<file path="src/logic/hes_pkg.sv">
// Status codes, event encodings and shared helpers for the status selector
// Behaviour
// Create page timeout gives code 0x04
// Remote name page timeout gives 0x04
// Bad PIN or key gives 0x05
// Missing PIN codes give 0x06
// No room for parameters gives 0x07
// Key write stores what fits, no error
// Supervision expiry reports reason 0x08
// One disconnection event per handle on link
// Loss during setup: 0x08 in completion
// No further connections gives 0x09
// Error in later event: status shows success
// SCO limit to device gives 0x0a
// Second ACL to device gives 0x0b
// Restricted state rejects others with 0x0c
// Disallowed goes in complete or status
// Reset command is always accepted
// Host picks reject reason 0x0d-0x0f
// Host reject reason echoed in completion
// Unknown opcode gives code 0x01
// Codes are one byte, zero is success
`default_nettype none
package hes_pkg;

  // Status and reason codes
  localparam logic [7:0] ST_SUCCESS      = 8'h00;
  localparam logic [7:0] ST_UNKNOWN_CMD  = 8'h01;
  localparam logic [7:0] ST_PAGE_TIMEOUT = 8'h04;
  localparam logic [7:0] ST_AUTH_FAIL    = 8'h05;
  localparam logic [7:0] ST_KEY_MISSING  = 8'h06;
  localparam logic [7:0] ST_MEM_FULL     = 8'h07;
  localparam logic [7:0] ST_CONN_TIMEOUT = 8'h08;
  localparam logic [7:0] ST_MAX_CONN     = 8'h09;
  localparam logic [7:0] ST_MAX_SCO      = 8'h0a;
  localparam logic [7:0] ST_ACL_EXISTS   = 8'h0b;
  localparam logic [7:0] ST_DISALLOWED   = 8'h0c;

  // Event kinds presented to the host
  localparam logic [2:0] EV_CMD_COMPLETE  = 3'h0;
  localparam logic [2:0] EV_CMD_STATUS    = 3'h1;
  localparam logic [2:0] EV_CONN_COMPLETE = 3'h2;
  localparam logic [2:0] EV_NAME_COMPLETE = 3'h3;
  localparam logic [2:0] EV_AUTH_COMPLETE = 3'h4;
  localparam logic [2:0] EV_DISC_COMPLETE = 3'h5;

  // Connection table
  localparam int         HANDLES     = 8;
  localparam int         LINK_W      = 3;
  localparam int         ENTRY_W     = 4;
  localparam logic [2:0] LAST_HANDLE = 3'h7;
  localparam logic [3:0] SCO_LIMIT   = 4'h3;

  typedef enum logic [3:0] {
    CMD_CREATE_CONN, CMD_ADD_SCO, CMD_REMOTE_NAME, CMD_AUTH,
    CMD_REJECT_CONN, CMD_WRITE_KEYS, CMD_STORE_PARAM, CMD_RESET,
    CMD_OTHER, CMD_UNKNOWN
  } hes_cmd_type;

  typedef enum logic [2:0] {
    BB_SETUP_OK, BB_PAGE_TIMEOUT, BB_AUTH_BAD, BB_PIN_MISSING, BB_SUP_EXPIRE
  } hes_bb_type;

  typedef struct packed {
    logic        v;
    logic [2:0]  kind;
    logic [7:0]  status;
    logic [15:0] opcode;
    logic [2:0]  handle;
    logic [7:0]  count;
  } hes_evt_type;

  function automatic hes_evt_type mk_evt(input logic [2:0]  kind,
                                          input logic [7:0]  status,
                                          input logic [15:0] opcode,
                                          input logic [2:0]  handle,
                                          input logic [7:0]  count);
    hes_evt_type e;
    e.v      = 1'b1;
    e.kind   = kind;
    e.status = status;
    e.opcode = opcode;
    e.handle = handle;
    e.count  = count;
    return e;
  endfunction : mk_evt

  // Event that ends a setup-type command
  function automatic logic [2:0] done_kind(input hes_cmd_type k);
    if (k == CMD_REMOTE_NAME) begin
      return EV_NAME_COMPLETE;
    end
    if (k == CMD_AUTH) begin
      return EV_AUTH_COMPLETE;
    end
    return EV_CONN_COMPLETE;
  endfunction : done_kind

endpackage : hes_pkg
`default_nettype wire

</file>
<file path="src/logic/hes_status_select.sv">
// Status and reason code selection for command, setup and link-loss events
`timescale 1ns/100ps
`default_nettype none
module hes_status_select
  import hes_pkg::*;
(
  // Clock and reset
  input  wire logic             clk,
  input  wire logic             rst_b,
  // Command from the host decoder
  input  wire logic             cmd_valid,
  output logic                  cmd_ready,
  input  wire logic [15:0]      cmd_opcode,
  input  wire hes_cmd_type      cmd_kind,
  input  wire logic             cmd_cc,
  input  wire logic [7:0]       cmd_reason,
  input  wire logic [7:0]       cmd_key_count,
  input  wire logic [2:0]       cmd_link,
  // Controller resources and mode
  input  wire logic             err_in_status,
  input  wire logic             conn_full,
  input  wire logic             sco_full,
  input  wire logic             acl_exists,
  input  wire logic             mem_full,
  input  wire logic [7:0]       key_free,
  input  wire logic             restrict_on,
  input  wire logic [15:0]      allow_op_a,
  input  wire logic [15:0]      allow_op_b,
  // Baseband results
  input  wire logic             bb_valid,
  output logic                  bb_ready,
  input  wire hes_bb_type       bb_kind,
  input  wire logic [2:0]       bb_link,
  // Event to the host
  output logic                  evt_valid,
  input  wire logic             evt_ready,
  output logic [2:0]            evt_kind,
  output logic [7:0]            evt_status,
  output logic [15:0]           evt_opcode,
  output logic [2:0]            evt_handle,
  output logic [7:0]            evt_count,
  // Connection table occupancy
  output logic [HANDLES-1:0]    handle_used
);

  typedef enum logic [2:0] {
    S_IDLE, S_SCAN_RD, S_SCAN_CHK, S_DECIDE, S_WAIT_BB,
    S_WALK_RD, S_WALK_CHK, S_WALK_END
  } hes_fsm_type;

  typedef struct packed {
    hes_fsm_type         fsm;
    hes_evt_type         e0;
    hes_evt_type         e1;
    hes_cmd_type         pend_kind;
    logic [15:0]         pend_op;
    logic [2:0]          pend_link;
    logic                walk_ret;
    logic [2:0]          lost_link;
    logic [2:0]          idx;
    logic [3:0]          acl_cnt;
    logic [3:0]          sco_cnt;
    logic [HANDLES-1:0]  used;
  } hes_state_type;

  hes_state_type      st_r;
  hes_state_type      st_nxt;
  logic               mem_we;
  logic [2:0]         mem_waddr;
  logic [ENTRY_W-1:0] mem_wdata;
  logic [ENTRY_W-1:0] mem_rdata;

  // A full table gives 0; the decide step refuses that case beforehand for every kind but CMD_AUTH
  function automatic logic [2:0] first_free(input logic [HANDLES-1:0] u);
    logic [2:0] f;
    f = '0;
    for (int i = HANDLES - 1; i >= 0; i--) begin
      if (!u[i]) begin
        f = 3'(i);
      end
    end
    return f;
  endfunction : first_free

  function automatic logic [7:0] min8(input logic [7:0] a,
                                      input logic [7:0] b);
    return (a < b) ? a : b;
  endfunction : min8

  // Status event kind used when the command itself is answered at once
  function automatic logic [2:0] own_kind(input logic cc);
    return cc ? EV_CMD_COMPLETE : EV_CMD_STATUS;
  endfunction : own_kind

  // Open table entry that points at the given physical link
  function automatic logic on_link(input logic               used_bit,
                                   input logic [ENTRY_W-1:0] entry,
                                   input logic [LINK_W-1:0]  link);
    return used_bit && entry[LINK_W-1:0] == link;
  endfunction : on_link

  // One index serves scan and walk; it wraps after the last handle
  function automatic logic [2:0] next_idx(input logic [2:0] i);
    return i + 3'h1;
  endfunction : next_idx

  function automatic logic at_last(input logic [2:0] i);
    return i == LAST_HANDLE;
  endfunction : at_last

  hes_link_mem u_mem (
    .clk     (clk),
    .rst_b   (rst_b),
    .wr_en   (mem_we),
    .wr_addr (mem_waddr),
    .wr_data (mem_wdata),
    .rd_addr (st_r.idx),
    .rd_data (mem_rdata)
  );

  always_comb begin
    logic       empty;
    logic       allowed;
    logic       hit;
    logic [7:0] err;
    logic [2:0] hnd;
    st_nxt    = st_r;
    cmd_ready = 1'b0;
    bb_ready  = 1'b0;
    mem_we    = 1'b0;
    mem_waddr = '0;
    mem_wdata = '0;
    err       = ST_SUCCESS;
    hnd       = first_free(st_r.used);
    hit       = 1'b0;
    empty     = !st_r.e0.v && !st_r.e1.v;
    allowed   = (cmd_kind == CMD_RESET) ||
                (cmd_opcode == allow_op_a) || (cmd_opcode == allow_op_b);

    // Hand the front event to the host; the second slot moves up
    if (st_r.e0.v && evt_ready) begin
      st_nxt.e0 = st_r.e1;
      st_nxt.e1 = '0;
    end

    unique case (st_r.fsm)
      S_IDLE: begin
        if (bb_valid && bb_kind == BB_SUP_EXPIRE) begin
          bb_ready         = 1'b1;
          st_nxt.lost_link = bb_link;
          st_nxt.walk_ret  = 1'b0;
          st_nxt.idx       = '0;
          st_nxt.fsm       = S_WALK_RD;
        end else if (bb_valid) begin
          // A result with nothing pending is stale and is dropped
          bb_ready = 1'b1;
        end else if (cmd_valid && empty) begin
          cmd_ready        = 1'b1;
          st_nxt.pend_kind = cmd_kind;
          st_nxt.pend_op   = cmd_opcode;
          st_nxt.pend_link = cmd_link;
          if (restrict_on && !allowed) begin
            // Opcode is not decoded here, so unknown ones also land here
            st_nxt.e0 = mk_evt(own_kind(cmd_cc), ST_DISALLOWED,
                               cmd_opcode, '0, '0);
          end else begin
            unique case (cmd_kind)
              CMD_CREATE_CONN, CMD_ADD_SCO: begin
                st_nxt.idx     = '0;
                st_nxt.acl_cnt = '0;
                st_nxt.sco_cnt = '0;
                st_nxt.fsm     = S_SCAN_RD;
              end
              CMD_REMOTE_NAME, CMD_AUTH: begin
                st_nxt.fsm = S_DECIDE;
              end
              CMD_REJECT_CONN: begin
                st_nxt.e0 = mk_evt(EV_CMD_STATUS, ST_SUCCESS,
                                   cmd_opcode, '0, '0);
                st_nxt.e1 = mk_evt(EV_CONN_COMPLETE, cmd_reason,
                                   cmd_opcode, '0, '0);
              end
              CMD_WRITE_KEYS: begin
                // Partial store is not an error; the count tells the host
                st_nxt.e0 = mk_evt(EV_CMD_COMPLETE, ST_SUCCESS, cmd_opcode,
                                   '0, min8(cmd_key_count, key_free));
              end
              CMD_STORE_PARAM: begin
                err       = mem_full ? ST_MEM_FULL : ST_SUCCESS;
                st_nxt.e0 = mk_evt(EV_CMD_COMPLETE, err, cmd_opcode,
                                   '0, '0);
              end
              CMD_RESET: begin
                st_nxt.used = '0;
                st_nxt.e0   = mk_evt(EV_CMD_COMPLETE, ST_SUCCESS,
                                     cmd_opcode, '0, '0);
              end
              CMD_OTHER: begin
                st_nxt.e0 = mk_evt(own_kind(cmd_cc), ST_SUCCESS,
                                   cmd_opcode, '0, '0);
              end
              default: begin
                st_nxt.e0 = mk_evt(own_kind(cmd_cc), ST_UNKNOWN_CMD,
                                   cmd_opcode, '0, '0);
              end
            endcase
          end
        end
      end

      // Count the ACL and SCO entries already open to the target link
      S_SCAN_RD: begin
        st_nxt.fsm = S_SCAN_CHK;
      end

      S_SCAN_CHK: begin
        if (on_link(st_r.used[st_r.idx], mem_rdata, st_r.pend_link)) begin
          if (mem_rdata[ENTRY_W-1]) begin
            st_nxt.sco_cnt = st_r.sco_cnt + 4'h1;
          end else begin
            st_nxt.acl_cnt = st_r.acl_cnt + 4'h1;
          end
        end
        st_nxt.idx = next_idx(st_r.idx);
        st_nxt.fsm = at_last(st_r.idx) ? S_DECIDE : S_SCAN_RD;
      end

      // Refusal priority: connection limit, then SCO limit, then ACL
      S_DECIDE: begin
        if (st_r.pend_kind != CMD_AUTH && (conn_full || &st_r.used)) begin
          err = ST_MAX_CONN;
        end else if (st_r.pend_kind == CMD_ADD_SCO &&
                     (sco_full || st_r.sco_cnt >= SCO_LIMIT)) begin
          err = ST_MAX_SCO;
        end else if (st_r.pend_kind == CMD_CREATE_CONN &&
                     (acl_exists || st_r.acl_cnt != 4'h0)) begin
          err = ST_ACL_EXISTS;
        end
        if (err != ST_SUCCESS && err_in_status) begin
          st_nxt.e0  = mk_evt(EV_CMD_STATUS, err, st_r.pend_op, '0, '0);
          st_nxt.fsm = S_IDLE;
        end else begin
          st_nxt.e0 = mk_evt(EV_CMD_STATUS, ST_SUCCESS,
                             st_r.pend_op, '0, '0);
          if (err != ST_SUCCESS) begin
            st_nxt.e1  = mk_evt(done_kind(st_r.pend_kind), err,
                                st_r.pend_op, '0, '0);
            st_nxt.fsm = S_IDLE;
          end else begin
            st_nxt.fsm = S_WAIT_BB;
          end
        end
      end

      S_WAIT_BB: begin
        if (bb_valid && bb_kind == BB_SUP_EXPIRE) begin
          bb_ready         = 1'b1;
          st_nxt.lost_link = bb_link;
          st_nxt.walk_ret  = 1'b1;
          st_nxt.idx       = '0;
          st_nxt.fsm       = S_WALK_RD;
        end else if (cmd_valid && cmd_kind == CMD_RESET && empty) begin
          // Reset abandons the pending setup without a completion event
          cmd_ready   = 1'b1;
          st_nxt.used = '0;
          st_nxt.e0   = mk_evt(EV_CMD_COMPLETE, ST_SUCCESS, cmd_opcode,
                               '0, '0);
          st_nxt.fsm  = S_IDLE;
        end else if (bb_valid && empty) begin
          bb_ready = 1'b1;
          unique case (bb_kind)
            BB_PAGE_TIMEOUT: err = ST_PAGE_TIMEOUT;
            BB_AUTH_BAD:     err = ST_AUTH_FAIL;
            BB_PIN_MISSING:  err = ST_KEY_MISSING;
            default:         err = ST_SUCCESS;
          endcase
          if (err == ST_SUCCESS && (st_r.pend_kind == CMD_CREATE_CONN ||
                                    st_r.pend_kind == CMD_ADD_SCO)) begin
            mem_we            = 1'b1;
            mem_waddr         = hnd;
            mem_wdata         = {st_r.pend_kind == CMD_ADD_SCO,
                                 st_r.pend_link};
            st_nxt.used[hnd]  = 1'b1;
          end
          st_nxt.e0  = mk_evt(done_kind(st_r.pend_kind), err,
                              st_r.pend_op, hnd, '0);
          st_nxt.fsm = S_IDLE;
        end
      end

      // Visit every handle; each one on the lost link is closed in turn
      S_WALK_RD: begin
        st_nxt.fsm = S_WALK_CHK;
      end

      S_WALK_CHK: begin
        hit = on_link(st_r.used[st_r.idx], mem_rdata, st_r.lost_link);
        if (!hit || empty) begin
          if (hit) begin
            st_nxt.e0 = mk_evt(EV_DISC_COMPLETE, ST_CONN_TIMEOUT,
                               '0, st_r.idx, '0);
            st_nxt.used[st_r.idx] = 1'b0;
          end
          st_nxt.idx = next_idx(st_r.idx);
          st_nxt.fsm = at_last(st_r.idx) ? S_WALK_END : S_WALK_RD;
        end
      end

      S_WALK_END: begin
        if (!st_r.walk_ret) begin
          st_nxt.fsm = S_IDLE;
        end else if (st_r.pend_link != st_r.lost_link) begin
          st_nxt.fsm = S_WAIT_BB;
        end else if (empty) begin
          // Setup was still open, so it ends with a completion, not a
          // disconnection
          st_nxt.e0  = mk_evt(done_kind(st_r.pend_kind),
                              ST_CONN_TIMEOUT, st_r.pend_op, '0, '0);
          st_nxt.fsm = S_IDLE;
        end
      end
    endcase
  end

  always_ff @(posedge clk or negedge rst_b) begin
    if (!rst_b) begin
      st_r <= '0;
    end else begin
      st_r <= st_nxt;
    end
  end

  assign evt_valid   = st_r.e0.v;
  assign evt_kind    = st_r.e0.kind;
  assign evt_status  = st_r.e0.status;
  assign evt_opcode  = st_r.e0.opcode;
  assign evt_handle  = st_r.e0.handle;
  assign evt_count   = st_r.e0.count;
  assign handle_used = st_r.used;

endmodule : hes_status_select
`default_nettype wire

</file>
<file path="src/logic/hes_link_mem.sv">
// Connection table memory: one {sco, link} entry per handle
`timescale 1ns/100ps
`default_nettype none
module hes_link_mem
  import hes_pkg::*;
(
  // Clock and reset
  input  wire logic                clk,
  input  wire logic                rst_b,
  // Write port
  input  wire logic                wr_en,
  input  wire logic [2:0]          wr_addr,
  input  wire logic [ENTRY_W-1:0]  wr_data,
  // Read port, data one cycle after the address
  input  wire logic [2:0]          rd_addr,
  output logic      [ENTRY_W-1:0]  rd_data
);

  typedef struct packed {
    logic [HANDLES-1:0][ENTRY_W-1:0] mem;
    logic [ENTRY_W-1:0]              rd;
  } hes_mem_state_type;

  hes_mem_state_type st_r;
  hes_mem_state_type st_nxt;

  always_comb begin
    st_nxt    = st_r;
    st_nxt.rd = st_r.mem[rd_addr];
    if (wr_en) begin
      st_nxt.mem[wr_addr] = wr_data;
    end
  end

  always_ff @(posedge clk or negedge rst_b) begin
    if (!rst_b) begin
      st_r <= '0;
    end else begin
      st_r <= st_nxt;
    end
  end

  assign rd_data = st_r.rd;

endmodule : hes_link_mem
`default_nettype wire

</file>
<file path="config.mk">
export PLATFORM = sky130hd
export DESIGN_NAME = hes_status_select
export DESIGN_NICKNAME = d
export VERILOG_FILES = /design/src/logic/hes_pkg.sv /design/src/logic/hes_status_select.sv /design/src/logic/hes_link_mem.sv
export SDC_FILE = /design/constraint.sdc
export NUM_CORES = 1
export LEC_CHECK = 0
export ABC_AREA = 1
export CAP_MARGIN = 10
export CELL_PAD_IN_SITES_DETAIL_PLACEMENT = 1
export CELL_PAD_IN_SITES_GLOBAL_PLACEMENT = 1
export CORE_MARGIN = 4
export CORE_UTILIZATION = 25
export DETAILED_ROUTE_END_ITERATION = 12
export DONT_BUFFER_PORTS = 1
export PLACE_DENSITY = 0.55
export SLEW_MARGIN = 0
export SYNTH_ARGS = -nofsm -noshare
export SYNTH_HDL_FRONTEND = slang
export SYNTH_SLANG_ARGS = --single-unit
export TNS_END_PERCENT = 30
</file>
<file path="constraint.sdc">
create_clock -name clk -period 1.9 [get_ports clk]
set_input_delay 0.095 -clock clk [delete_from_list [all_inputs] [get_ports clk]]
set_output_delay 0.095 -clock clk [all_outputs]
set_load 0.1 [all_outputs]
</file>
==> results of run 1 <==
-- report_power, final --
part           switching, mW  internal, mW
logic                   8.64          4.65
registers              0.603          4.32
clock network           1.68          2.12
-- state kept, by name, indices dropped and copies added, names as in the netlist, 4 cells and up --
name and flops:
st_r 80, handle_used 8, evt_opcode 16, evt_status 8
u_mem.rd_data 4, u_mem.st_r 32, evt_count 8
-- synthesized netlist by cell type, types with 12 or more instances --
library cell,n
sky130_fd_sc_hd__clkbuf_1,16
sky130_fd_sc_hd__inv_1,155
sky130_fd_sc_hd__xor2_1,12
sky130_fd_sc_hd__a21oi_1,47
sky130_fd_sc_hd__nor2_1,120
sky130_fd_sc_hd__o21bai_1,17
sky130_fd_sc_hd__nand2_1,493
sky130_fd_sc_hd__inv_2,49
sky130_fd_sc_hd__o2111ai_1,18
sky130_fd_sc_hd__nand4_1,32
sky130_fd_sc_hd__buf_2,15
sky130_fd_sc_hd__nand3_1,77
sky130_fd_sc_hd__nand2_2,20
sky130_fd_sc_hd__nor3_1,18
sky130_fd_sc_hd__buf_4,48
sky130_fd_sc_hd__dfrtp_1,163
sky130_fd_sc_hd__ha_1,12
sky130_fd_sc_hd__o21ai_0,105
sky130_fd_sc_hd__o21ai_1,50
-- what timing repair did --
item / CTS / global route
endpoints found under the hold margin: 224 / 163
setup endpoints to repair: 111 / 157
cloned: 2 / 3
gates resized for setup: 83 / 132
buffers inserted: 17 / 16
pin swaps: 19 / 31
-- through the flow --
step,instances,utilization,power (mW),setup TNS (ps)
2_1_floorplan,1569,-,12.3,-22.9
3_3_place_gp,2281,0.298,16.1,-755
3_5_place_dp,2281,0.298,16.3,-2860
4_1_cts,2381,0.333,21.0,-3410
5_1_grt,2400,0.348,23.3,-5800
6_report,2401,0.348,22.0,-282
-- worst register-to-register path, cell delays in order (launching register included) --
cell	delay (ps)
sky130_fd_sc_hd__dfrtp_4	500
sky130_fd_sc_hd__buf_4	170
sky130_fd_sc_hd__nand2_8	70
sky130_fd_sc_hd__inv_2	70
sky130_fd_sc_hd__buf_4	150
sky130_fd_sc_hd__or2_2	280
sky130_fd_sc_hd__o21a_4	140
sky130_fd_sc_hd__inv_1	50
sky130_fd_sc_hd__nand2_1	50
sky130_fd_sc_hd__nand3_1	80
sky130_fd_sc_hd__nand2_1	50
sky130_fd_sc_hd__a21oi_1	130
sky130_fd_sc_hd__nand3_1	100
-- cell type report --
cell class,instances,area [sq um]
diodes,2,5.00
clock buffers,18,439
clock inverters,14,173
fillers,5323,28000
inverters,205,813
multi-input cells,1115,6010
flip-flops and latches,163,4090
well taps,585,732
repair buffers,298,2670
repair inverters,1,7.51
-- layer usage --
metal  routed length [um]  share of wire
met4                  972          0.021
met2                22500           0.49
met5                    0              0
met1                21200           0.46
met3                 1420          0.031
-- placed cells by master, fill, tap and decap left out, types with 6 or more instances in the layout --
master                          instances
sky130_fd_sc_hd__o211ai_1              11
sky130_fd_sc_hd__dlygate4sd3_1         44
sky130_fd_sc_hd__nor2_4                14
sky130_fd_sc_hd__nand3_1               67
sky130_fd_sc_hd__nand2_2               29
sky130_fd_sc_hd__a21oi_2                6
sky130_fd_sc_hd__nor2_1                97
sky130_fd_sc_hd__o21bai_1              17
sky130_fd_sc_hd__nand3_2               11
sky130_fd_sc_hd__inv_2                 51
sky130_fd_sc_hd__o21ai_2               15
sky130_fd_sc_hd__clkbuf_16             20
sky130_fd_sc_hd__or2_2                 10
sky130_fd_sc_hd__buf_4                218
sky130_fd_sc_hd__nor3_1                13
sky130_fd_sc_hd__ha_1                  11
sky130_fd_sc_hd__nand3_4                6
sky130_fd_sc_hd__o22ai_1                7
sky130_fd_sc_hd__nand2_4               17
sky130_fd_sc_hd__nor2_2                23
sky130_fd_sc_hd__a21oi_1               40
sky130_fd_sc_hd__o21ai_1               69
sky130_fd_sc_hd__inv_4                  8
sky130_fd_sc_hd__o2111ai_1             17
sky130_fd_sc_hd__xor2_1                12
sky130_fd_sc_hd__dfrtp_1              159
sky130_fd_sc_hd__buf_12                12
sky130_fd_sc_hd__buf_6                 14
sky130_fd_sc_hd__inv_1                143
sky130_fd_sc_hd__nand4_1               32
sky130_fd_sc_hd__nand2_1              469
sky130_fd_sc_hd__o21ai_0               70
-- kinds of logic after synthesis --
| group | count (synthesis) | share of synthesized area |
|---|---|---|
| buf+inv | 291 | 0.121 |
| flops | 163 | 0.376 |
| simple gates | 805 | 0.323 |
| fa+ha+maj | 12 | 0.0139 |
| compound gates | 281 | 0.151 |
| mux | 1 | 0.000924 |
| xor+xnor | 16 | 0.0129 |
-- worst max-delay path by stage --
stage	end	from	slack (ps)
finish	bb_ready	evt_valid	-120
global route	bb_ready	evt_valid	-180
CTS	cmd_ready	evt_valid	-180
detailed placement	evt_status[1]	evt_valid	-190
global placement	evt_status[1]	evt_valid	-180
floorplan	cmd_ready	evt_valid	-20
==> flow_summary.html, run 1 <==
<table>
<tr><th>Metric</th><th>Value</th></tr>
<tr><th colspan="2">Outcome</th></tr>
<tr><td>Status</td><td>finished, violations left</td></tr>
<tr><td>Violations in the final reports</td><td>negative hold slack, negative setup slack</td></tr>
<tr><th colspan="2">Routing</th></tr>
<tr><td>Aggregate routed wire length</td><td>between 40000 and 50000 um</td></tr>
<tr><td>Detailed-routing iteration count for the pre-antenna-repair pass</td><td>4</td></tr>
<tr><td>DRC violation count after routing</td><td>0</td></tr>
<tr><td>Total via count after detailed routing</td><td>roughly 11000</td></tr>
<tr><td>Vias/cell</td><td>4.73</td></tr>
<tr><td>Number of DRC markers after the initial detailed-route iteration</td><td>around 640</td></tr>
<tr><td>Number of routed nets with antenna violations</td><td>0</td></tr>
<tr><td>Drt wl/cell</td><td>19.2 um</td></tr>
<tr><th colspan="2">GRT</th></tr>
<tr><td>Met3 usage</td><td>0.0306</td></tr>
<tr><td>GR Overflow Total</td><td>0</td></tr>
<tr><td>Met1 usage</td><td>0.258</td></tr>
<tr><td>Number of antenna violations at the first check in global routing</td><td>2</td></tr>
<tr><td>First-pass GRT wire length</td><td>70000 um</td></tr>
<tr><td>Overall fraction of global-route tracks in use</td><td>0.192</td></tr>
<tr><td>Global-route met2 utilization</td><td>0.323</td></tr>
<tr><td>Largest net degree at the start of global routing</td><td>164</td></tr>
<tr><td>Busiest layer in global routing</td><td>met2</td></tr>
<tr><td>Via count of the first global-routing pass</td><td>11800</td></tr>
<tr><th colspan="2">Yosys</th></tr>
<tr><td>Share of the synthesized area in the top cell type</td><td>0.376</td></tr>
<tr><td>Number of warnings printed during yosys synthesis</td><td>0</td></tr>
<tr><td>Post-Synthesis Mean Instance Area</td><td>6.91 sq um</td></tr>
<tr><td>Synth Net Count</td><td>1678</td></tr>
<tr><td>Most instantiated flip-flop cell in the synthesis netlist</td><td>sky130_fd_sc_hd__dfrtp_1</td></tr>
<tr><td>Cell type with the highest aggregate area in the netlist</td><td>sky130_fd_sc_hd__dfrtp_1</td></tr>
<tr><td>Fraction of registers with async set/reset</td><td>1.00</td></tr>
<tr><td>Area of the mapped netlist</td><td>about 0.011 sq mm</td></tr>
<tr><td>Largest cells by area after synthesis</td><td>sky130_fd_sc_hd__dfrtp_1, sky130_fd_sc_hd__nand2_1, sky130_fd_sc_hd__inv_1, sky130_fd_sc_hd__o21ai_0, sky130_fd_sc_hd__nor2_1</td></tr>
<tr><td>Sequential fraction of the synthesis area</td><td>0.376</td></tr>
<tr><td>Number of synthesized flops with an enable pin</td><td>0</td></tr>
<tr><td>Count of mapped cells out of synthesis</td><td>1569</td></tr>
<tr><td>FF+latch count, synth</td><td>163</td></tr>
<tr><td>Synth unique cells</td><td>51</td></tr>
<tr><th colspan="2">Place</th></tr>
<tr><td>Post-placement setup slack</td><td>-195 ps</td></tr>
<tr><td>Dpl cell area</td><td>0.0128 sq mm</td></tr>
<tr><td>RD Place Congestion</td><td>0.869</td></tr>
<tr><td>Port Buffer Count</td><td>0</td></tr>
<tr><td>Total half-perimeter wirelength after legalization and detailed placement</td><td>33000 um</td></tr>
<tr><th colspan="2">Clock tree</th></tr>
<tr><td># hold bufs at CTS</td><td>slightly below 50</td></tr>
<tr><td>Clock buffer depth</td><td>2</td></tr>
<tr><td>Clock sink count</td><td>163</td></tr>
<tr><td>Number of CTS-inserted buffers</td><td>17</td></tr>
<tr><td>Clock insertion delay at the later pin of the skew report</td><td>470 ps</td></tr>
<tr><td>CTS H-tree lvls</td><td>4</td></tr>
<tr><td>CTS tree</td><td>done</td></tr>
<tr><td>Root buf cell</td><td>sky130_fd_sc_hd__clkbuf_16</td></tr>
<tr><td>Post-CTS clock slew at the launch and capture registers of the worst setup and hold paths</td><td>~70 ps</td></tr>
<tr><th colspan="2">Pwr</th></tr>
<tr><td>Pwr Density</td><td>about 1500 mW/mm^2</td></tr>
<tr><td>VDD IR max</td><td>785 uV</td></tr>
<tr><td>Leakage dissipation</td><td>7.43 nW</td></tr>
<tr><th colspan="2">Final layout</th></tr>
<tr><td>Fraction of layout instances using a drive strength above 1</td><td>0.279</td></tr>
<tr><td>NumNets Final</td><td>1910</td></tr>
<tr><td>Finished layout cell area</td><td>approximately 0.015 sq mm</td></tr>
<tr><td>Area growth from synthesis to layout</td><td>37.9%</td></tr>
<tr><th colspan="2">Critical path</th></tr>
<tr><td>Buffers &amp; Inverters on Critical Path</td><td>4</td></tr>
<tr><td>Type of element capturing the critical path</td><td>output pin</td></tr>
<tr><td>Crit-path max FO</td><td>4</td></tr>
<tr><td>Data arrival time of the worst path</td><td>1930 ps</td></tr>
<tr><td>Worst path depth</td><td>9</td></tr>
<tr><td>Worst path cell trace</td><td>nor2_4, nand2_4, inv_4, nand2_8, inv_8, nor2_8, buf_6, o21a_4, buf_12</td></tr>
<tr><td>Worst Reg-to-Reg Cells</td><td>12</td></tr>
<tr><td>Worst reg2reg setup slack</td><td>-50 ps</td></tr>
<tr><td>Worst flop-to-flop path startpoint</td><td>evt_valid</td></tr>
<tr><td>Worst reg2reg endpoint</td><td>evt_kind[2]</td></tr>
<tr><td>Required time of the worst setup path</td><td>~1800 ps</td></tr>
<tr><td>Slowest library cell on the worst path</td><td>sky130_fd_sc_hd__dfrtp_4</td></tr>
<tr><td>Type of the setup path with the least slack</td><td>register to output pin</td></tr>
<tr><td>Kind of start point of the critical path</td><td>register</td></tr>
<tr><td>Worst path max stage delay</td><td>~500 ps</td></tr>
<tr><td>Top Family by Delay on Critical Path</td><td>flip-flops</td></tr>
<tr><th colspan="2">Die</th></tr>
<tr><td>Core Footprint</td><td>0.0430 sq mm</td></tr>
<tr><td>Die Span X</td><td>216 um</td></tr>
<tr><td>Number of primary I/O pins</td><td>146</td></tr>
<tr><td>Site Rows</td><td>76</td></tr>
<tr><td>Die Outline Area</td><td>around 0.047 sq mm</td></tr>
<tr><td>Vertical extent of the die</td><td>~220 um</td></tr>
<tr><td>Initial Utilization</td><td>0.252</td></tr>
<tr><th colspan="2">Timing</th></tr>
<tr><td>Worst Clk Skew</td><td>15.4 ps</td></tr>
<tr><td>Pins Over Slew Limit</td><td>0</td></tr>
<tr><td>Hold Slack</td><td>-656 ps</td></tr>
<tr><td>Slack of the critical path</td><td>-122 ps</td></tr>
<tr><td>RSZ-0062 raised after global routing</td><td>yes</td></tr>
<tr><td>Endpoints failing hold</td><td>163</td></tr>
<tr><td>Part of the cycle the worst path needs</td><td>1.06</td></tr>
<tr><td>Total setup violations reported at the end of the flow</td><td>5</td></tr>
<tr><td>Tmin final</td><td>approximately 2000 ps</td></tr>
<tr><td>Headroom to the max-slew limit</td><td>0.681</td></tr>
<tr><td>Worst Max-Slew Pin Slew</td><td>476 ps</td></tr>
<tr><td>Max Clk Rate</td><td>slightly below 0.5 GHz</td></tr>
<tr><th colspan="2">Min path</th></tr>
<tr><td>Classification of the worst-slack hold path</td><td>primary input to async pin</td></tr>
<tr><th colspan="2">Run</th></tr>
<tr><td>Maximum capacitance violations</td><td>0</td></tr>
</table>
Power figures use the tool's default switching activity.
==> run 2, diff against run 1 <==
==> constraint.sdc (replaced) <==
create_clock -name clk -period 2.4 [get_ports clk]
set_input_delay 0.12 -clock clk [delete_from_list [all_inputs] [get_ports clk]]
set_output_delay 0.12 -clock clk [all_outputs]
set_load 0.1 [all_outputs]
==> flow_summary.html, run 2 (synthesis gave the netlist of run 1 again) <==
<table>
<tr><th>Metric</th><th>Value</th></tr>
<tr><th colspan="2">GRT</th></tr>
<tr><td>GR Overflow Total</td><td>0</td></tr>
<tr><td>Via count of the first global-routing pass</td><td>11200</td></tr>
<tr><td>Number of antenna violations at the first check in global routing</td><td>0</td></tr>
<tr><td>Largest net degree at the start of global routing</td><td>164</td></tr>
<tr><td>First-pass GRT wire length</td><td>67300 um</td></tr>
<tr><td>Overall fraction of global-route tracks in use</td><td>0.186</td></tr>
<tr><th colspan="2">Final layout</th></tr>
<tr><td>Most common cell after layout, fill and taps aside</td><td>sky130_fd_sc_hd__nand2_1</td></tr>
<tr><td>Total inserted antenna cells</td><td>0</td></tr>
<tr><td>Fill cell count</td><td>5400</td></tr>
<tr><td>End-of-flow core utilization</td><td>0.302</td></tr>
<tr><td>Multi-input gate area</td><td>0.00547 sq mm</td></tr>
<tr><td>Fraction of layout instances using a drive strength above 1</td><td>0.152</td></tr>
<tr><td>NumNets Final</td><td>1758</td></tr>
<tr><td>Area taken by flip-flops and latches</td><td>0.00408 sq mm</td></tr>
<tr><td>Final cell count without fillers</td><td>2246</td></tr>
<tr><td>Largest register FFs</td><td>80</td></tr>
<tr><td>Top library cells by usage in the layout, fill and taps aside</td><td>sky130_fd_sc_hd__nand2_1, sky130_fd_sc_hd__dfrtp_1, sky130_fd_sc_hd__inv_1, sky130_fd_sc_hd__nor2_1, sky130_fd_sc_hd__o21ai_0</td></tr>
<tr><td>Finished layout cell area</td><td>0.0130 sq mm</td></tr>
<tr><td>Area growth from synthesis to layout</td><td>20.0%</td></tr>
<tr><td>Most flop-heavy register</td><td>st_r</td></tr>
<tr><th colspan="2">Timing</th></tr>
<tr><td>Pins Over Slew Limit</td><td>0</td></tr>
<tr><td>Part of the cycle the worst path needs</td><td>0.951</td></tr>
<tr><td>Headroom to the max-slew limit</td><td>0.505</td></tr>
<tr><td>Max Clk Rate</td><td>~0.44 GHz</td></tr>
<tr><td>Total setup violations reported at the end of the flow</td><td>0</td></tr>
<tr><td>Worst Max-Slew Pin Slew</td><td>between 700 and 800 ps</td></tr>
<tr><td>RSZ-0062 raised after global routing</td><td>no</td></tr>
<tr><td>Fin Setup TNS</td><td>0 ps</td></tr>
<tr><td>Worst Clk Skew</td><td>14.2 ps</td></tr>
<tr><td>Hold Slack</td><td>-645 ps</td></tr>
<tr><td>Tmin final</td><td>2280 ps</td></tr>
<tr><td>Endpoints failing hold</td><td>163</td></tr>
<tr><th colspan="2">Outcome</th></tr>
<tr><td>Status</td><td>finished, violations left</td></tr>
<tr><td>Violations in the final reports</td><td>negative hold slack</td></tr>
<tr><th colspan="2">Place</th></tr>
<tr><td>Dpl cell area</td><td>0.0118 sq mm</td></tr>
<tr><td>Port Buffer Count</td><td>0</td></tr>
<tr><td>Total half-perimeter wirelength after legalization and detailed placement</td><td>31500 um</td></tr>
<tr><td># placed instances</td><td>around 2200</td></tr>
<tr><td>RD Place Congestion</td><td>0.833</td></tr>
<tr><th colspan="2">Die</th></tr>
<tr><td>Core Footprint</td><td>about 0.043 sq mm</td></tr>
<tr><td>Number of primary I/O pins</td><td>roughly 150</td></tr>
<tr><td>Site Rows</td><td>between 70 and 80</td></tr>
<tr><td>Vertical extent of the die</td><td>216 um</td></tr>
<tr><td>Die Span X</td><td>216 um</td></tr>
<tr><td>Die Outline Area</td><td>0.0467 sq mm</td></tr>
<tr><td>Initial Utilization</td><td>0.252</td></tr>
<tr><th colspan="2">Critical path</th></tr>
<tr><td>Worst reg2reg endpoint</td><td>evt_count[3]</td></tr>
<tr><td>Worst Reg-to-Reg Cells</td><td>13</td></tr>
<tr><td>Worst flop-to-flop path startpoint</td><td>evt_valid</td></tr>
<tr><td>Type of element capturing the critical path</td><td>output pin</td></tr>
<tr><td>Crit-path max FO</td><td>12</td></tr>
<tr><td>Data arrival time of the worst path</td><td>2160 ps</td></tr>
<tr><td>Kind of start point of the critical path</td><td>register</td></tr>
<tr><td>Worst reg2reg setup slack</td><td>210 ps</td></tr>
<tr><td>Type of the setup path with the least slack</td><td>register to output pin</td></tr>
<tr><td>Required time of the worst setup path</td><td>2280 ps</td></tr>
<tr><th colspan="2">Pwr</th></tr>
<tr><td>Total Power Consumption</td><td>15.1 mW</td></tr>
<tr><td>Leakage dissipation</td><td>~6.5 nW</td></tr>
<tr><td>Pwr Density</td><td>1160 mW/mm^2</td></tr>
<tr><td>VDD IR max</td><td>659 uV</td></tr>
<tr><th colspan="2">Min path</th></tr>
<tr><td>Classification of the worst-slack hold path</td><td>primary input to async pin</td></tr>
<tr><th colspan="2">Routing</th></tr>
<tr><td>Vias/cell</td><td>4.73</td></tr>
<tr><td>DRC violation count after routing</td><td>0</td></tr>
<tr><td>Detailed-routing iteration count for the pre-antenna-repair pass</td><td>5</td></tr>
<tr><td>Total via count after detailed routing</td><td>10600</td></tr>
<tr><td>Number of routed nets with antenna violations</td><td>0</td></tr>
<tr><td>Drt wl/cell</td><td>19.1 um</td></tr>
<tr><td>Aggregate routed wire length</td><td>43000 um</td></tr>
<tr><td>Number of DRC markers after the initial detailed-route iteration</td><td>612</td></tr>
<tr><th colspan="2">Clock tree</th></tr>
<tr><td>Number of CTS-inserted buffers</td><td>17</td></tr>
<tr><td>Clock sink count</td><td>163</td></tr>
<tr><td>Clock insertion delay at the later pin of the skew report</td><td>460 ps</td></tr>
<tr><td>Clock buffer depth</td><td>2</td></tr>
<tr><td>Root buf cell</td><td>sky130_fd_sc_hd__clkbuf_16</td></tr>
<tr><td>CTS H-tree lvls</td><td>4</td></tr>
<tr><td>CTS tree</td><td>done</td></tr>
<tr><td># hold bufs at CTS</td><td>48</td></tr>
<tr><td>Post-CTS clock slew at the launch and capture registers of the worst setup and hold paths</td><td>80 ps</td></tr>
<tr><th colspan="2">Run</th></tr>
<tr><td>Maximum capacitance violations</td><td>0</td></tr>
</table>
## run 2: cell types whose count changed in the layout (fill, tap and decap cells not counted), sizes merged
cell and change:
clkinv +1, clkinvlp -4, buf -146, diode -2, clkbuf -3, dlygate4sd3 +4, bufbuf -1, bufinv +1
dlymetal6s4s -5
## run 2: how the worst max path moves through the flow
stage / to / startpoint
global placement: st_r[75] / handle_used[0]
CTS: cmd_ready / st_r[124]
finish: bb_ready / evt_valid
global route: handle_used[2] / handle_used[5]
floorplan: cmd_ready / evt_valid
detailed placement: evt_count[3] / evt_valid
## run 2: per-stage QoR
stage          setup slack [ps]  hold WS, ps
2_1_floorplan               193         -176
3_3_place_gp                168         -167
3_5_place_dp                144         -167
4_1_cts                    16.5         -673
5_1_grt                    10.9         -678
6_report                    119         -645
## run 2: what timing repair did
item,4_1_cts,5_1_grt
gates resized for setup,4,8
buffers inserted,0,1
endpoints found under the setup margin,2,33
pin swaps,0,1
endpoints found under the hold margin,230,163
## run 2: cell type report
cell class	instances	share of cell area
clock buffer	18	0.0338
sequential	163	0.314
inverter	205	0.0603
tap	585	0.0563
multi-input combinational	1115	0.421
timing repair buffer	147	0.0992
clock inverter	13	0.0155
## run 2: report_power, final
group	internal [mW]	leakage, nW	switching (mW)
registers	3.41	2.19	0.508
logic	2.17	3.98	5.91
clock network	1.79	0.313	1.33
## run 2: layer usage
layer | part of all wire | wire length (um) | GRT usage | up-vias
met2 | 0.47 | 20200 | 0.308 | 167
met1 | 0.47 | 20300 | 0.250 | 5215
li1 | - | - | - | 5189
met3 | 0.037 | 1610 | 0.0328 | 42
met5 | 0 | 0 | 0 | -
met4 | 0.022 | 937 | 0.0523 | 0
## run 2: worst max-delay path, stage by stage, from the launching register on
cell and delay, ps:
sky130_fd_sc_hd__dfrtp_2 440, sky130_fd_sc_hd__nor2_4 190, sky130_fd_sc_hd__nand2_2 120, sky130_fd_sc_hd__inv_4 130, sky130_fd_sc_hd__nand2_8 140, sky130_fd_sc_hd__inv_8 170, sky130_fd_sc_hd__nor2_8 70, sky130_fd_sc_hd__o21a_2 250
sky130_fd_sc_hd__buf_12 170
==> run 3, diff against run 2 <==
--- a/config.mk
+++ b/config.mk
@@ -7,13 +7,13 @@
 export LEC_CHECK = 0
 export ABC_AREA = 1
 export CAP_MARGIN = 10
-export CELL_PAD_IN_SITES_DETAIL_PLACEMENT = 1
-export CELL_PAD_IN_SITES_GLOBAL_PLACEMENT = 1
+export CELL_PAD_IN_SITES_DETAIL_PLACEMENT = 2
+export CELL_PAD_IN_SITES_GLOBAL_PLACEMENT = 2
 export CORE_MARGIN = 4
 export CORE_UTILIZATION = 25
 export DETAILED_ROUTE_END_ITERATION = 12
 export DONT_BUFFER_PORTS = 1
-export PLACE_DENSITY = 0.55
+export PLACE_DENSITY = 0.65
 export SLEW_MARGIN = 0
 export SYNTH_ARGS = -nofsm -noshare
 export SYNTH_HDL_FRONTEND = slang
==> flow_summary.html, run 3 (synthesis gave the netlist of run 1 again) <==
<table>
<tr><th>Metric</th><th>Value</th></tr>
<tr><th colspan="2">GRT</th></tr>
<tr><td>Via count of the first global-routing pass</td><td>12200</td></tr>
<tr><td>Met1 usage</td><td>0.265</td></tr>
<tr><td>Overall fraction of global-route tracks in use</td><td>0.201</td></tr>
<tr><td>Met3 usage</td><td>0.0398</td></tr>
<tr><td>Number of antenna violations at the first check in global routing</td><td>0</td></tr>
<tr><td>First-pass GRT wire length</td><td>72900 um</td></tr>
<tr><td>GR Overflow Total</td><td>0</td></tr>
<tr><td>Global-route met2 utilization</td><td>0.341</td></tr>
<tr><td>Largest net degree at the start of global routing</td><td>164</td></tr>
<tr><td>Busiest layer in global routing</td><td>met2</td></tr>
<tr><th colspan="2">Pwr</th></tr>
<tr><td>Switching Share</td><td>0.523</td></tr>
<tr><td>Fraction of power consumed by sequential logic</td><td>0.259</td></tr>
<tr><td>Logic pwr share</td><td>0.546</td></tr>
<tr><td>VDD IR max</td><td>514 uV</td></tr>
<tr><td>Pwr Density</td><td>1160 mW/mm^2</td></tr>
<tr><td>Power dissipated by switching net loads</td><td>7.93 mW</td></tr>
<tr><td>Part of the power in the clock network</td><td>0.196</td></tr>
<tr><td>Internal power</td><td>7.24 mW</td></tr>
<tr><td>Leakage dissipation</td><td>6.52 nW</td></tr>
<tr><th colspan="2">Timing</th></tr>
<tr><td>Tmin final</td><td>2380 ps</td></tr>
<tr><td>Hold Slack</td><td>-642 ps</td></tr>
<tr><td>Fin Setup TNS</td><td>0 ps</td></tr>
<tr><td>Slack of the critical path</td><td>23.7 ps</td></tr>
<tr><td>Total setup violations reported at the end of the flow</td><td>0</td></tr>
<tr><td>Pins Over Slew Limit</td><td>0</td></tr>
<tr><td>Headroom to the max-slew limit</td><td>0.481</td></tr>
<tr><td>Part of the cycle the worst path needs</td><td>0.990</td></tr>
<tr><td>Max Clk Rate</td><td>~0.42 GHz</td></tr>
<tr><td>Worst Clk Skew</td><td>11.7 ps</td></tr>
<tr><td>Worst Max-Slew Pin Slew</td><td>772 ps</td></tr>
<tr><td>Endpoints failing hold</td><td>163</td></tr>
<tr><th colspan="2">Final layout</th></tr>
<tr><td>Largest register FFs</td><td>80</td></tr>
<tr><td>Top library cells by usage in the layout, fill and taps aside</td><td>sky130_fd_sc_hd__nand2_1, sky130_fd_sc_hd__dfrtp_1, sky130_fd_sc_hd__inv_1, sky130_fd_sc_hd__nor2_1, sky130_fd_sc_hd__o21ai_0</td></tr>
<tr><td>Finished layout cell area</td><td>0.0131 sq mm</td></tr>
<tr><td>Total inserted antenna cells</td><td>0</td></tr>
<tr><td>Final cell count without fillers</td><td>2262</td></tr>
<tr><td>Most flop-heavy register</td><td>st_r</td></tr>
<tr><td>Fraction of layout instances using a drive strength above 1</td><td>0.153</td></tr>
<tr><td>Area growth from synthesis to layout</td><td>21.2%</td></tr>
<tr><td>NumNets Final</td><td>1774</td></tr>
<tr><td>Most common cell after layout, fill and taps aside</td><td>sky130_fd_sc_hd__nand2_1</td></tr>
<tr><th colspan="2">Run</th></tr>
<tr><td>Maximum capacitance violations</td><td>0</td></tr>
<tr><th colspan="2">Routing</th></tr>
<tr><td>Detailed-routing iteration count for the pre-antenna-repair pass</td><td>5</td></tr>
<tr><td>Number of DRC markers after the initial detailed-route iteration</td><td>approximately 560</td></tr>
<tr><td>Number of routed nets with antenna violations</td><td>0</td></tr>
<tr><td>Total via count after detailed routing</td><td>11100</td></tr>
<tr><td>Drt wl/cell</td><td>20.7 um</td></tr>
<tr><td>Aggregate routed wire length</td><td>between 40000 and 50000 um</td></tr>
<tr><td>Vias/cell</td><td>around 4.9</td></tr>
<tr><td>DRC violation count after routing</td><td>0</td></tr>
<tr><th colspan="2">Critical path</th></tr>
<tr><td>Worst path cell trace</td><td>nor2_4, nand2_2, inv_2, nand2_4, inv_4, nor2_8, buf_4, nand2_1, nor3_1, a21oi_1, nand4_1</td></tr>
<tr><td>Kind of start point of the critical path</td><td>register</td></tr>
<tr><td>Crit-path max FO</td><td>18</td></tr>
<tr><td>Required time of the worst setup path</td><td>2720 ps</td></tr>
<tr><td>Slowest library cell on the worst path</td><td>sky130_fd_sc_hd__dfrtp_2</td></tr>
<tr><td>Data arrival time of the worst path</td><td>roughly 2700 ps</td></tr>
<tr><td>Type of the setup path with the least slack</td><td>register to register</td></tr>
<tr><td>Worst path max stage delay</td><td>roughly 450 ps</td></tr>
<tr><td>Type of element capturing the critical path</td><td>register</td></tr>
<tr><th colspan="2">Outcome</th></tr>
<tr><td>Violations in the final reports</td><td>negative hold slack</td></tr>
<tr><td>Status</td><td>finished, violations left</td></tr>
<tr><th colspan="2">Place</th></tr>
<tr><td>Port Buffer Count</td><td>0</td></tr>
<tr><td>Post-placement setup slack</td><td>106 ps</td></tr>
<tr><td>RD Place Congestion</td><td>0.828</td></tr>
<tr><td># placed instances</td><td>2167</td></tr>
<tr><td>Total half-perimeter wirelength after legalization and detailed placement</td><td>34400 um</td></tr>
<tr><td>Dpl cell area</td><td>roughly 0.012 sq mm</td></tr>
<tr><th colspan="2">Clock tree</th></tr>
<tr><td>Number of CTS-inserted buffers</td><td>17</td></tr>
<tr><td># hold bufs at CTS</td><td>63</td></tr>
<tr><td>CTS tree</td><td>done</td></tr>
<tr><td>Clock buffer depth</td><td>2</td></tr>
<tr><td>Clock sink count</td><td>163</td></tr>
<tr><td>Root buf cell</td><td>sky130_fd_sc_hd__clkbuf_16</td></tr>
<tr><td>Post-CTS clock slew at the launch and capture registers of the worst setup and hold paths</td><td>70 ps</td></tr>
<tr><td>Clock insertion delay at the later pin of the skew report</td><td>around 460 ps</td></tr>
<tr><td>CTS H-tree lvls</td><td>4</td></tr>
<tr><th colspan="2">Die</th></tr>
<tr><td>Core Footprint</td><td>0.0430 sq mm</td></tr>
<tr><td>Die Outline Area</td><td>approximately 0.047 sq mm</td></tr>
<tr><td>Die Span X</td><td>216 um</td></tr>
<tr><td>Initial Utilization</td><td>0.252</td></tr>
<tr><td>Number of primary I/O pins</td><td>146</td></tr>
<tr><td>Site Rows</td><td>76</td></tr>
<tr><td>Vertical extent of the die</td><td>216 um</td></tr>
<tr><th colspan="2">Min path</th></tr>
<tr><td>Classification of the worst-slack hold path</td><td>primary input to async pin</td></tr>
</table>
## run 3: power by group through the flow
stage          sequential, mW  clock, mW  combinational [mW]
5_1_grt                  4.02       3.17                8.96
2_1_floorplan            3.85          0                5.85
6_report                 3.92       2.97                8.28
4_1_cts                  3.93       3.07                8.25
3_5_place_dp             3.97          0                8.09
3_3_place_gp             3.95          0                7.91
## run 3: worst max-delay path, delay by kind of cell (launching register included)
kind	cells	cell delay, ps
simple gates	7	810
compound gates	1	300
buf+inv	3	660
flops	1	450
## run 3: final cells by class
cell class / instances / area, sq um
Timing Repair Buffer: 163 / 1440
Sequential cell: 163 / 4080
Clock buffer: 17 / 425
Inverter: 205 / 777
Multi-Input combinational cell: 1115 / 5490
Tap cell: 585 / 732
Clock inverter: 14 / 181
Fill cell: 5201 / 29900
## run 3: repair_timing
item                       in CTS  in global routing
pin swaps                       1                  1
buffers inserted                1                  0
hold endpoints to repair      234                163
gates resized for setup         2                 11
setup endpoints to repair       2                 20
## run 3: worst paths after layout
| kind | startpoint | end | slack, ps | depth (start not counted) |
|---|---|---|---|---|
| worst min-delay path | rst_b | evt_count[2] | -640 | 0 |
| max in group asynchronous | rst_b | evt_valid | 2550 | 0 |
| worst min register to register | u_mem.st_r[9] | u_mem.st_r[9] | 500 | 2 |
| worst max-delay path | evt_valid | evt_status[0] | 20 | 11 |
| min in group clk | cmd_key_count[1] | evt_count[1] | 20 | 4 |
| worst max register to register | evt_valid | evt_status[0] | 20 | 11 |
## run 3: per-layer routing
metal  vias up  routed length, um
met4         0                768
met5         -                  0
met1      5645              21700
met2       188              22400
met3        40               1930
li1       5217                  -
## run 3: stage by stage
| stage | utilization | hold WS, ps | total power [mW] |
|---|---|---|---|
| 3_5_place_dp | 0.275 | -163 | 12.1 |
| 2_1_floorplan | - | -176 | 9.70 |
| 3_3_place_gp | 0.275 | -162 | 11.9 |
| 6_report | 0.305 | -642 | 15.2 |
| 5_1_grt | 0.305 | -674 | 16.2 |
| 4_1_cts | 0.304 | -679 | 15.2 |
